File: src/common/fmpg_pkg.sv
// Purpose: constants for the fault mask and output-1 power-good tree block
// Assumes: 8-bit register port driven by the serial slave on the same clock
// Notes: reset values of all mask registers come from factory programming inputs
package fmpg_pkg;
	localparam int DATA_W = 8;
	localparam int ADDR_W = 8;

	// register offsets
	localparam logic [7:0] OFS_FAULT_MASK_FIRST = 8'hA2;
	localparam logic [7:0] OFS_FAULT_MASK_SECOND = 8'hA3;
	localparam logic [7:0] OFS_TREE_RAIL_MASK = 8'hA4;
	localparam logic [7:0] OFS_TREE_PIN_MASK = 8'hA5;

	// answer to an unmapped offset
	localparam logic [7:0] UNMAPPED_READ = 8'h00;

	// first fault mask fields
	localparam int FM1_AUX_LDO2 = 7;
	localparam int FM1_SWITCH_A1 = 6;
	localparam int FM1_STEP_DOWN6 = 5;
	localparam int FM1_STEP_DOWN1 = 0;

	// second fault mask fields
	localparam int FM2_RSVD_RO = 7;
	localparam int FM2_AUX_LDO1 = 4;
	localparam int FM2_TERMINATION = 3;
	localparam int FM2_SWITCH_B2 = 2;
	localparam int FM2_SWITCH_B1 = 1;
	localparam int FM2_AUX_LDO3 = 0;
	localparam int FM2_USED_W = 5;
	localparam logic [7:0] FM2_WRITABLE = 8'h7F;

	// output-1 tree rail mask fields
	localparam int TR_AUX_LDO2 = 7;
	localparam int TR_RSVD = 6;

	// output-1 tree pin mask fields
	localparam int TP_INPUT5 = 7;
	localparam int TP_INPUT4 = 6;
	localparam int TP_INPUT2 = 5;
	localparam int TP_INPUT1 = 4;
	localparam int TP_TERMINATION = 3;
	localparam int TP_RSVD_HI = 2;
	localparam int TP_RSVD_LO = 1;
	localparam int TP_AUX_LDO3 = 0;

	// reserved tree positions never take part in the AND
	localparam logic [7:0] TR_RSVD_MASK = 8'h40;
	localparam logic [7:0] TP_RSVD_MASK = 8'h06;
endpackage : fmpg_pkg

File: src/hdl/fmpg_sync.sv
// Purpose: two-stage synchroniser for a vector of pin-level inputs
// Assumes: inputs are slow levels, each bit crossing on its own
// Notes: first stage feeds only the second stage
`timescale 1ns/1ps
module fmpg_sync #(
	parameter int WIDTH = 8
) (
	input wire logic mclk,
	input wire logic reset_n,
	input wire logic [WIDTH-1:0] async_in,
	output logic [WIDTH-1:0] sync_out
);
	logic [WIDTH-1:0] meta;

	// per-bit two flip-flop chain; reset to zero so faults start inactive
	genvar i;
	generate
		for (i = 0; i < WIDTH; i++)
		begin : g_bit
			always_ff @(posedge mclk)
			begin
				if (!reset_n)
				begin
					meta[i] <= 1'b0;
					sync_out[i] <= 1'b0;
				end
				else
				begin
					meta[i] <= async_in[i];
					sync_out[i] <= meta[i];
				end
			end
		end
	endgenerate
endmodule : fmpg_sync

File: src/hdl/fmpg_core.sv
// Purpose: power fault masking and output-1 power-good tree with its mask registers
// Assumes: register port comes from the serial slave in the mclk domain; status pins are asynchronous
// Notes: mask reset values load from factory programming inputs while reset_n is low
`timescale 1ns/1ps
module fmpg_core (
	input wire logic mclk,
	input wire logic reset_n,
	input wire logic [7:0] otp_fault_mask_first,
	input wire logic [7:0] otp_fault_mask_second,
	input wire logic [7:0] otp_tree_rail_mask,
	input wire logic [7:0] otp_tree_pin_mask,
	input wire logic [7:0] reg_addr,
	input wire logic [7:0] reg_wdata,
	input wire logic reg_wr,
	input wire logic reg_rd,
	output logic [7:0] reg_rdata,
	output logic reg_rvalid,
	input wire logic [7:0] fault_first,
	input wire logic [4:0] fault_second,
	input wire logic [7:0] good_first,
	input wire logic termination_good,
	input wire logic aux_ldo3_good,
	input wire logic control_input_1,
	input wire logic control_input_2,
	input wire logic control_input_4,
	input wire logic control_input_5,
	output logic shutdown_req,
	output logic general_output_1
);
	logic [7:0] power_fault_mask_first;
	logic [7:0] power_fault_mask_second;
	logic [7:0] out1_good_tree_rail_mask;
	logic [7:0] out1_good_tree_pin_mask;
	logic [7:0] fault_first_s;
	logic [4:0] fault_second_s;
	logic [7:0] good_first_s;
	logic [5:0] pins_s;
	logic [7:0] pin_src;
	logic [12:0] fault_vec;
	logic [12:0] fault_msk;
	logic [12:0] fault_live;
	logic [15:0] tree_src;
	logic [15:0] tree_msk;
	logic [15:0] tree_ok;
	logic next_shutdown;
	logic next_good;
	// write enables and read mux input
	logic wr_fault_first;
	logic wr_fault_second;
	logic wr_tree_rail;
	logic wr_tree_pin;
	logic [7:0] next_rdata;

	// every status pin crosses through two flip-flops before use
	fmpg_sync #(.WIDTH(8)) u_sync_ff (
		.mclk(mclk),
		.reset_n(reset_n),
		.async_in(fault_first),
		.sync_out(fault_first_s)
	);
	fmpg_sync #(.WIDTH(5)) u_sync_fs (
		.mclk(mclk),
		.reset_n(reset_n),
		.async_in(fault_second),
		.sync_out(fault_second_s)
	);
	fmpg_sync #(.WIDTH(8)) u_sync_gf (
		.mclk(mclk),
		.reset_n(reset_n),
		.async_in(good_first),
		.sync_out(good_first_s)
	);
	fmpg_sync #(.WIDTH(6)) u_sync_pin (
		.mclk(mclk),
		.reset_n(reset_n),
		.async_in({control_input_5, control_input_4, control_input_2, control_input_1,
			termination_good, aux_ldo3_good}),
		.sync_out(pins_s)
	);

	// one write enable per register; unmapped offsets raise none, so those writes vanish
	assign wr_fault_first = reg_wr && (reg_addr == fmpg_pkg::OFS_FAULT_MASK_FIRST);
	assign wr_fault_second = reg_wr && (reg_addr == fmpg_pkg::OFS_FAULT_MASK_SECOND);
	assign wr_tree_rail = reg_wr && (reg_addr == fmpg_pkg::OFS_TREE_RAIL_MASK);
	assign wr_tree_pin = reg_wr && (reg_addr == fmpg_pkg::OFS_TREE_PIN_MASK);

	// first fault mask; synchronous reset so the factory value is legal to sample here
	always_ff @(posedge mclk)
	begin
		if (!reset_n)
		begin
			power_fault_mask_first <= otp_fault_mask_first;
		end
		else if (wr_fault_first)
		begin
			power_fault_mask_first <= reg_wdata;
		end
	end

	// second fault mask; reserved bits 6..5 are stored but never gate a fault
	always_ff @(posedge mclk)
	begin
		if (!reset_n)
		begin
			power_fault_mask_second <= otp_fault_mask_second;
		end
		else if (wr_fault_second)
		begin
			// bit 7 keeps its factory value: read-only reserved
			power_fault_mask_second <= (reg_wdata & fmpg_pkg::FM2_WRITABLE) |
				(power_fault_mask_second & ~fmpg_pkg::FM2_WRITABLE);
		end
	end

	// output-1 tree rail mask
	always_ff @(posedge mclk)
	begin
		if (!reset_n)
		begin
			out1_good_tree_rail_mask <= otp_tree_rail_mask;
		end
		else if (wr_tree_rail)
		begin
			out1_good_tree_rail_mask <= reg_wdata;
		end
	end

	// output-1 tree pin mask
	always_ff @(posedge mclk)
	begin
		if (!reset_n)
		begin
			out1_good_tree_pin_mask <= otp_tree_pin_mask;
		end
		else if (wr_tree_pin)
		begin
			out1_good_tree_pin_mask <= reg_wdata;
		end
	end

	// read mux sees the stored value, so a read in the write cycle returns the old one
	always_comb
	begin
		next_rdata = fmpg_pkg::UNMAPPED_READ;
		case (reg_addr)
			fmpg_pkg::OFS_FAULT_MASK_FIRST: next_rdata = power_fault_mask_first;
			fmpg_pkg::OFS_FAULT_MASK_SECOND: next_rdata = power_fault_mask_second;
			fmpg_pkg::OFS_TREE_RAIL_MASK: next_rdata = out1_good_tree_rail_mask;
			fmpg_pkg::OFS_TREE_PIN_MASK: next_rdata = out1_good_tree_pin_mask;
			default: next_rdata = fmpg_pkg::UNMAPPED_READ;
		endcase
	end

	// read answer one cycle after the strobe; data holds until the next read
	always_ff @(posedge mclk)
	begin
		if (!reset_n)
		begin
			reg_rdata <= 8'h00;
			reg_rvalid <= 1'b0;
		end
		else
		begin
			reg_rvalid <= reg_rd;
			if (reg_rd)
			begin
				reg_rdata <= next_rdata;
			end
		end
	end

	// pin tree sources in mask-bit order; reserved slots read as good
	assign pin_src = {pins_s[5:2], pins_s[1], 2'b11, pins_s[0]};

	// gather faults and their masks; reserved mask bits 7..5 take no part
	assign fault_vec = {fault_second_s, fault_first_s};
	assign fault_msk = {power_fault_mask_second[fmpg_pkg::FM2_USED_W-1:0], power_fault_mask_first};
	// reserved tree bits are forced to masked so their stored value changes nothing
	assign tree_src = {pin_src, good_first_s};
	assign tree_msk = {out1_good_tree_pin_mask | fmpg_pkg::TP_RSVD_MASK,
		out1_good_tree_rail_mask | fmpg_pkg::TR_RSVD_MASK};

	// per-source gating
	genvar k;
	generate
		for (k = 0; k < 13; k++)
		begin : g_fault
			assign fault_live[k] = fault_vec[k] & ~fault_msk[k];
		end
		for (k = 0; k < 16; k++)
		begin : g_tree
			assign tree_ok[k] = tree_src[k] | tree_msk[k];
		end
	endgenerate

	assign next_shutdown = |fault_live;
	assign next_good = &tree_ok;

	// outputs registered so they change once per clock, glitch free
	always_ff @(posedge mclk)
	begin
		if (!reset_n)
		begin
			shutdown_req <= 1'b0;
			general_output_1 <= 1'b0;
		end
		else
		begin
			shutdown_req <= next_shutdown;
			general_output_1 <= next_good;
		end
	end
endmodule : fmpg_core

File: config.mk
export PLATFORM = sky130hd
export DESIGN_NAME = fmpg_core
export DESIGN_NICKNAME = d
export VERILOG_FILES = /design/src/common/fmpg_pkg.sv /design/src/hdl/fmpg_sync.sv /design/src/hdl/fmpg_core.sv
export SDC_FILE = /design/constraint.sdc
export NUM_CORES = 1
export LEC_CHECK = 0
export BUFFER_PORTS_ARGS = -buffer_cell sky130_fd_sc_hd__buf_4
export CORE_MARGIN = 10
export CORE_UTILIZATION = 26
export DETAILED_ROUTE_END_ITERATION = 8
export SYNTH_ARGS = -nofsm -noshare
export SYNTH_HDL_FRONTEND = slang
export SYNTH_SLANG_ARGS = --single-unit
File: constraint.sdc
create_clock -name mclk -period 3 [get_ports mclk]
set_input_delay 0.3 -clock mclk [delete_from_list [all_inputs] [get_ports mclk]]
set_output_delay 0.3 -clock mclk [all_outputs]
set_load 0.01 [all_outputs]
# --- Word-level counts from Yosys, hierarchy flattened ---
# Cells that the tools add are included.
totals:
  regBits: 95
  input_bits: 79
  out_inout_bits: 11
  word_cells: 123
classes:
  n_eq_ne: 8
  mux: 9
  bitwise: 40
  n_reduce_logical: 6
ops:
  columns: ["operator", "n"]
  rows:
  - ["$mux W8", 8]
  - ["$eq A8 B8 Y1 const B", 4]
  - ["$pmux W8 S4", 1]
  - ["$and A1 B1 Y1", 13]
  - ["$not A1 Y1", 13]
  - ["$or A1 B1 Y1", 13]
  - ["$reduce_and A13 Y1", 1]
  - ["$reduce_or A13 Y1", 1]
  - ["$ne A2 B1 Y1 const B", 4]
  - ["$or A7 B8 Y8", 1]
  - ["$logic_and A1 B1 Y1", 4]

# --- Longest topological paths before layout ---
# Gate-level depths: netlist of the first run.
depth:
  depth_word: 4
  depth_mapped: 5
  ltp_nobuf: 4

# --- Modules after synthesis ---
# A second synthesis of the first run with hierarchy kept.
hier_totals:
  cells_unflattened: 314
  hier_area_um2: 3587.2
modules_own_cells:
  columns: ["module", "n_inst", "cells_per_inst", "area_per_inst_um2", "seq_area_each_um2"]
  rows:
  - ["fmpg_core", 1, 203, 2094.5, 1181.1]
  - ["fmpg_sync at u_sync_ff ...", 2, 33, 446.7, 320.3]
  - ["fmpg_sync at u_sync_pin", 1, 25, 336.6, 240.2]
  - ["fmpg_sync at u_sync_fs", 1, 20, 262.8, 200.2]

# --- Worst setup path after synthesis of the first run ---
# Ideal clock, no wire load.
synth_timing:
  kind: "input to register"
  from: "in reg_addr[3]"
  to: "reg power_fault_mask_first[0], enable pin"
  setup_ps: 387
  t_arrival_ps: 1479
  required_time_ps: 2613
  path_slack_ps: 1135
  cell_stages: 3
  n_path_buf: 0
  cell_sequence: "nor4b_4 -> nand3_1 -> o31ai_1"
synth_between:
  elab_chain_cells: 3
synth_lines:
  columns: ["item", "line", "source"]
  rows:
  - ["start, declared", "fmpg_core.sv:12", "input wire logic [7:0] reg_addr,"]
  - ["$eq A8 B8 Y1", "fmpg_core.sv:82", "assign wr_fault_first = reg_wr && (reg_addr == fmpg_pkg::OFS_FAULT_MASK_FIRST);"]
  - ["$logic_and A1 B1 Y1", "fmpg_core.sv:82", null]
  - ["$ne A2 B1 Y1 (no source line)", null, null]
  - ["end signal, assigned", "fmpg_core.sv:92", "power_fault_mask_first <= otp_fault_mask_first;"]
  - ["end signal, assigned", "fmpg_core.sv:96", "power_fault_mask_first <= reg_wdata;"]
  - ["end, declared", "fmpg_core.sv:30", "logic [7:0] power_fault_mask_first;"]
# No other way between the ends.
# A chain may end at the register's enable or synchronous reset.

# --- Final worst setup path of the first run ---
layout_timing:
  from: "in reg_addr[3]"
  to: "reg out1_good_tree_pin_mask[6], enable pin"
layout_between:
  elab_chain_cells: 3
layout_lines:
  columns: ["item", "line", "source"]
  rows:
  - ["$eq A8 B8 Y1", "fmpg_core.sv:85", "assign wr_tree_pin = reg_wr && (reg_addr == fmpg_pkg::OFS_TREE_PIN_MASK);"]
  - ["$logic_and A1 B1 Y1", "fmpg_core.sv:85", null]
  - ["$ne A2 B1 Y1 (no source line)", null, null]
  - ["end signal, assigned", "fmpg_core.sv:133", "out1_good_tree_pin_mask <= otp_tree_pin_mask;"]
  - ["end signal, assigned", "fmpg_core.sv:137", "out1_good_tree_pin_mask <= reg_wdata;"]
  - ["end, declared", "fmpg_core.sv:33", "logic [7:0] out1_good_tree_pin_mask;"]
# No other way between the ends.

==> results.sh, run 1 <==
export IMPL_p_comb_share_pct=7.9
export IMPL_outcome="complete, no violations"
export IMPL_timing_final_crit_period_ns=1.533
export IMPL_switching_power_mw=0.5909
export IMPL_cts_resized=0
export IMPL_antenna_left=0
export IMPL_synth_enable_flop_cells=32
export IMPL_rows=42
export IMPL_power_frac_clock_pct=44.5
export IMPL_fin_area_um2=4686
export IMPL_firstDrtPassIters=5
export IMPL_ys_types=25
export IMPL_drive_gt1_share_pct=27.41
export IMPL_drt_initial_drc_count=139
export IMPL_met3_usage_pct=2.989
export IMPL_top_usage_layer="met2"
export IMPL_setup_viol_count_final=0
export IMPL_yosys_top_cells_count="63 x dfxtp_1, 52 x and2_1, 46 x inv_1"
export IMPL_relSlewSlack_pct=68.37
export IMPL_netlist_instances=312
export IMPL_syn2layout_area_growth_pct=33.94
export IMPL_initial_core_util_pct=26.52
export IMPL_antenna_found_initial=0
export IMPL_swShare_pct=19.50
export IMPL_p_int_mw=2.439
export IMPL_finalSetupTns_ns=0
export IMPL_die_h_um=136.0
export IMPL_netlist_area_um2=3498
export IMPL_ys_seq_elements=95
export IMPL_async_flop_share_pct=0
export IMPL_numCtsBuffers=9
export IMPL_required_ns=3.04
export IMPL_clk_pin_slew_worst_paths_ns=0.06
export IMPL_clock_latency_ns=0.34
export IMPL_yosys_area_top_type="dfxtp_1"
export IMPL_place_detailed_instances=565
export IMPL_cp_max_fo=7
export IMPL_dieArea_um2=18490
export IMPL_finalWorstSetupSlack_ns=1.467
export IMPL_worstPathArrival_ns=1.58
export IMPL_drv_cap=0
export IMPL_cp_start_kind="primary input"
export IMPL_grt_usage_pct=9.462
export IMPL_grt_first_pass_wirelength_mm=13.33
export IMPL_syn_avg_cell_area_um2=11.21
export IMPL_core_area_um2=13190
export IMPL_hold_buffers=0
export IMPL_cts_tree="done"
export IMPL_first_global_vias=2624
export IMPL_remaining_drc_errors=0
export IMPL_slew_viol_final=0
export IMPL_numPortBuffers=88
export IMPL_power_density_nw_per_um2=646.6
export IMPL_layout_nets=479
export IMPL_min_period_over_period_pct=51.10
export IMPL_clockRootBuffer="clkbuf_16"
export IMPL_whs_ns=0.1674
export IMPL_synth_most_common_cell="dfxtp_1"
export IMPL_leakagePower_nw=2.063
export IMPL_yosys_warnings=0
export IMPL_synth_seq_area_share_pct=63.52
export IMPL_dp_hpwl_mm=6.787
export IMPL_post_dp_cell_area_um2=4324
export IMPL_met2_usage_pct=14.63
export IMPL_worstMarginPinSlew_ns=0.4744
export IMPL_io_pins=90
export IMPL_viasPerCell=4.155
export IMPL_pre_cts_ws_ns=1.109
export IMPL_synth_flop_cell="dfxtp_1"
export IMPL_netlist_area_leader_share_pct=36.05
export IMPL_place_congestion=0.7778
export IMPL_fin_skew_ns=0.004080
export IMPL_die_width_um=136.0
export IMPL_grtUsageMet1_pct=11.32
export IMPL_vdd_ir_drop_max_mv=0.2472
export IMPL_grt_overflow_total=0
export IMPL_routed_via_count=2414
export IMPL_htreeDepth=3
export IMPL_p_seq_share_pct=47.6
export IMPL_worst_setup_path_end_kind="register"
export IMPL_rsz0062_at_grt="false"
export IMPL_rrSetupSlack_ns=1.93
export IMPL_fmax_mhz=652.4
export IMPL_grt_start_max_net_pins=63
export IMPL_drt_wl_total_mm=8.586
export IMPL_clkSinkCount=95
export IMPL_path_class="in -> reg"
export IMPL_stdcell_count=581
export IMPL_synth_net_count=391
export IMPL_worstHoldPathType="in -> reg"
export IMPL_clock_path_buffers=2
export IMPL_yosys_top_cells_area="dfxtp_1 36%, edfxtp_1 27%, and2_1 9.3%"
export IMPL_diodes=0
export IMPL_hold_viol_final=0
export IMPL_wire_per_inst_um=14.78
export IMPL_post_cts_setup_buffers=0
-- metal layers --
metal	share of wire (%)	vias to the layer above
li1	-	1219
met1	44	1111
met2	46	74
met3	7.3	10
met4	2.3	0
met5	0	-
-- power by group through the flow --
stage	Combinational [mW]	Clock (mW)	Sequential, mW
floorplan	0.121	0	1.46
global placement	0.238	0	1.47
detailed placement	0.243	0	1.47
CTS	0.243	1.38	1.44
global route	0.268	1.42	1.45
finish	0.238	1.35	1.44
-- sequential cells by signal (all words and copies together), names as in the netlist --
register	count
general_output_1	1
reg_rvalid	1
u_sync_fs.meta	5
u_sync_fs.sync_out	5
u_sync_pin.meta	6
u_sync_gf.meta	7
reg_rdata	8
shutdown_req	1
power_fault_mask_second	8
u_sync_gf.sync_out	7
u_sync_ff.meta	8
u_sync_pin.sync_out	6
out1_good_tree_rail_mask	8
u_sync_ff.sync_out	8
out1_good_tree_pin_mask	8
power_fault_mask_first	8
-- kinds of logic (layout without fill, tap and decap cells) --
group / after synthesis / after routing / share of synthesized area, %
and+or+nand+nor: 74 / 74 / 12.95
DFF: 95 / 95 / 63.52
muxes: 16 / 16 / 4.578
buffers and inverters: 62 / 155 / 7.582
AOI/OAI and AO/OA: 65 / 65 / 11.37
-- layout by cell type, fill, tap and decap left out, types with 2 or more instances in the layout --
cell type / n
a22o_1: 8
and2_1: 52
buf_4: 93
bufinv_16: 4
clkbuf_16: 9
dfxtp_1: 63
edfxtp_1: 32
inv_1: 46
mux2i_1: 16
nand2_1: 10
nand2b_1: 2
nor2_1: 3
o21ai_0: 32
o22ai_1: 18
o31ai_1: 4
-- worst paths after layout --
check	startpoint	endpoint	cells past startpoint
setup / recovery	reg_addr[3]	out1_good_tree_pin_mask[6]	5
setup reg to reg	power_fault_mask_second[2]	shutdown_req	3
hold reg to reg	u_sync_fs.meta[4]	u_sync_fs.sync_out[4]	1
hold / removal	good_first[0]	u_sync_gf.meta[0]	2
-- per-stage QoR --
step / total power, mW / utilization [%]
floorplan: 1.582 / -
detailed placement: 1.714 / 32.78
global route: 3.139 / 35.52
finish: 3.030 / 35.52
global placement: 1.708 / 32.78
CTS: 3.067 / 35.52
-- area by class of cell --
class	count	area [um2]
repair buffers	93	698.2
flip-flops and latches	95	2222
inverters	46	172.7
fillers	1329	8504
multi-input cells	155	1011
clock inverters	6	132.6
clock buffers	10	229.0
well taps	176	220.2
-- worst max-delay path, cell delays in order --
cell and delay [ns]:
buf_4 0.12, nor4b_4 0.28, nand3_1 0.23, o31ai_1 0.40, buf_4 0.25
Power figures use the tool's default switching activity.
==> run 2: changes to the inputs <==
==> constraint.sdc (replaced) <==
create_clock -name mclk -period 1.5 [get_ports mclk]
set_input_delay 0.15 -clock mclk [delete_from_list [all_inputs] [get_ports mclk]]
set_output_delay 0.15 -clock mclk [all_outputs]
set_load 0.01 [all_outputs]
==> run 2 against run 1 <==
Effect of this change: total power is 78% higher; first-iteration DRC count shrank 35%; die area unchanged; sequential share of layout area increased by 0.37 points; worst setup slack got worse by 1.4 ns; sequential power grew 100%; sequential cell count unchanged; clock-buffer cell count up 2; combinational power rose by 110%; worst hold slack worse by 0.15 ns; design area fell by 0.77%.
==> results.sh, run 2 (same netlist as run 1, synthesis figures left out) <==
export IMPL_worstHoldPathType="in -> reg"
export IMPL_diodes=0
export IMPL_die_h_um=136.0
export IMPL_required_ns=1.55
export IMPL_worstRegToRegCells=4
export IMPL_hold_buffers=0
export IMPL_hold_viol_final=0
export IMPL_fmax_mhz=722.4
export IMPL_clockRootBuffer="clkbuf_16"
export IMPL_vdd_ir_drop_max_mv=0.5246
export IMPL_drt_initial_drc_count=91
export IMPL_relSlewSlack_pct=67.57
export IMPL_dp_hpwl_mm=7.223
export IMPL_routed_via_count=2429
export IMPL_rows=42
export IMPL_cts_tree="done"
export IMPL_place_detailed_instances=572
export IMPL_worstMarginPinSlew_ns=0.4846
export IMPL_dieArea_um2=18490
export IMPL_first_global_vias=2727
export IMPL_antenna_found_initial=0
export IMPL_top_usage_layer="met2"
export IMPL_setup_viol_count_final=0
export IMPL_remaining_drc_errors=0
export IMPL_worst_setup_path_end_kind="register"
export IMPL_final_common_cell="buf_4"
export IMPL_timing_final_crit_period_ns=1.384
export IMPL_n_fill_cell=1306
export IMPL_drive_gt1_share_pct=27.91
export IMPL_min_from="fault_second[0]"
export IMPL_regArea_um2=2222
export IMPL_cts_resized=0
export IMPL_timing_rr_end="general_output_1"
export IMPL_wire_per_inst_um=14.96
export IMPL_antenna_left=0
export IMPL_initial_core_util_pct=26.52
export IMPL_cp_start_kind="primary input"
export IMPL_drt_wl_total_mm=8.795
export IMPL_multi_input_area_um2=1011
export IMPL_numPortBuffers=88
export IMPL_met3_usage_pct=3.542
export IMPL_min_period_over_period_pct=92.28
export IMPL_numCtsBuffers=9
export IMPL_firstDrtPassIters=4
export IMPL_layout_nets=486
export IMPL_worstPathArrival_ns=1.43
export IMPL_die_width_um=136.0
export IMPL_worstHoldEndpoint="u_sync_fs.meta[0]"
export IMPL_stdcell_count=588
export IMPL_layout_common_cells="99 x buf_4, 63 x dfxtp_1, 52 x and2_1"
export IMPL_utilization_pct=35.25
export IMPL_clock_path_buffers=2
export IMPL_r2r_start="out1_good_tree_pin_mask[6]"
export IMPL_worstHoldPathCells=2
export IMPL_outcome="complete, no violations"
export IMPL_htreeDepth=3
export IMPL_post_cts_setup_buffers=0
export IMPL_leakagePower_nw=2.048
export IMPL_grt_start_max_net_pins=32
export IMPL_clkSinkCount=95
export IMPL_rrSetupSlack_ns=0.43
export IMPL_met2_usage_pct=15.44
export IMPL_finalWorstSetupSlack_ns=0.1158
export IMPL_cp_max_fo=7
export IMPL_viasPerCell=4.131
export IMPL_grt_overflow_total=0
export IMPL_grt_first_pass_wirelength_mm=13.85
export IMPL_clk_pin_slew_worst_paths_ns=0.06
export IMPL_crit_path_start="reg_addr[3]"
export IMPL_place_congestion=0.8140
export IMPL_drv_cap=0
export IMPL_io_pins=90
export IMPL_power_density_nw_per_um2=1161
export IMPL_path_class="in -> reg"
export IMPL_slew_viol_final=0
export IMPL_syn2layout_area_growth_pct=32.90
export IMPL_pre_cts_ws_ns=-0.2030
export IMPL_clock_latency_ns=0.34
export IMPL_grtUsageMet1_pct=11.43
export IMPL_grt_usage_pct=9.801
export IMPL_core_area_um2=13190
export IMPL_fin_skew_ns=0.008233
export IMPL_rsz0062_at_grt="false"
-- run 2: changes by cell type in the layout (fill, tap and decap cells not counted), sizes merged --
cell	before	now
buf	93	100
bufinv	4	0
clkbuf	10	12
clkinv	1	2
clkinvlp	1	2
-- run 2: power by group --
part	leakage, nW	internal, mW	switching, mW	total (mW)
combinational	1.10	0.272	0.229	0.502
sequential	0.831	2.83	0.0591	2.89
clock	0.120	1.12	0.895	2.01
-- run 2: through the flow --
| step | instance area, um2 | setup TNS, ns | power, mW | hold WS (ns) |
|---|---|---|---|---|
| after global routing | 4649 | 0 | 5.628 | 0.01132 |
| after detailed placement | 4389 | -3.363 | 3.455 | 0.3625 |
| after floorplan | 3498 | -6.142 | 3.164 | 0.2773 |
| final | 4649 | 0 | 5.399 | 0.01866 |
| after CTS | 4649 | 0 | 5.454 | 0.007936 |
| after global placement | 4389 | -1.927 | 3.443 | 0.3628 |
-- run 2: worst max path at each step --
| stage | endpoint | cells after the start | slack, ns |
|---|---|---|---|
| finish | out1_good_tree_pin_mask[0] | 5 | 0.12 |
| global route | out1_good_tree_pin_mask[5] | 5 | 0.007 |
| global placement | out1_good_tree_pin_mask[5] | 5 | -0.12 |
| CTS | out1_good_tree_pin_mask[5] | 5 | 0.13 |
| floorplan | power_fault_mask_first[0] | 3 | -0.22 |
| detailed placement | out1_good_tree_pin_mask[5] | 5 | -0.20 |
-- run 2: worst max-delay path, stage by stage --
cell and delay (ns):
buf_4 0.12, nor4b_4 0.29, nand3_1 0.24, o31ai_1 0.40, buf_4 0.24
-- run 2: routing by layer --
metal	up-vias	share of wire (%)
met5	-	0
met4	0	2.6
met3	15	8.5
met2	81	45
met1	1101	44
li1	1232	-
-- run 2: layout make-up --
class | instances | area share (%)
Timing Repair Buffer | 100 | 16.42
Multi-Input combinational cell | 155 | 21.74
Inverter | 46 | 3.714
Sequential cell | 95 | 47.79
Clock inverter | 4 | 0.5113
Tap cell | 176 | 4.736
Clock buffer | 12 | 5.086
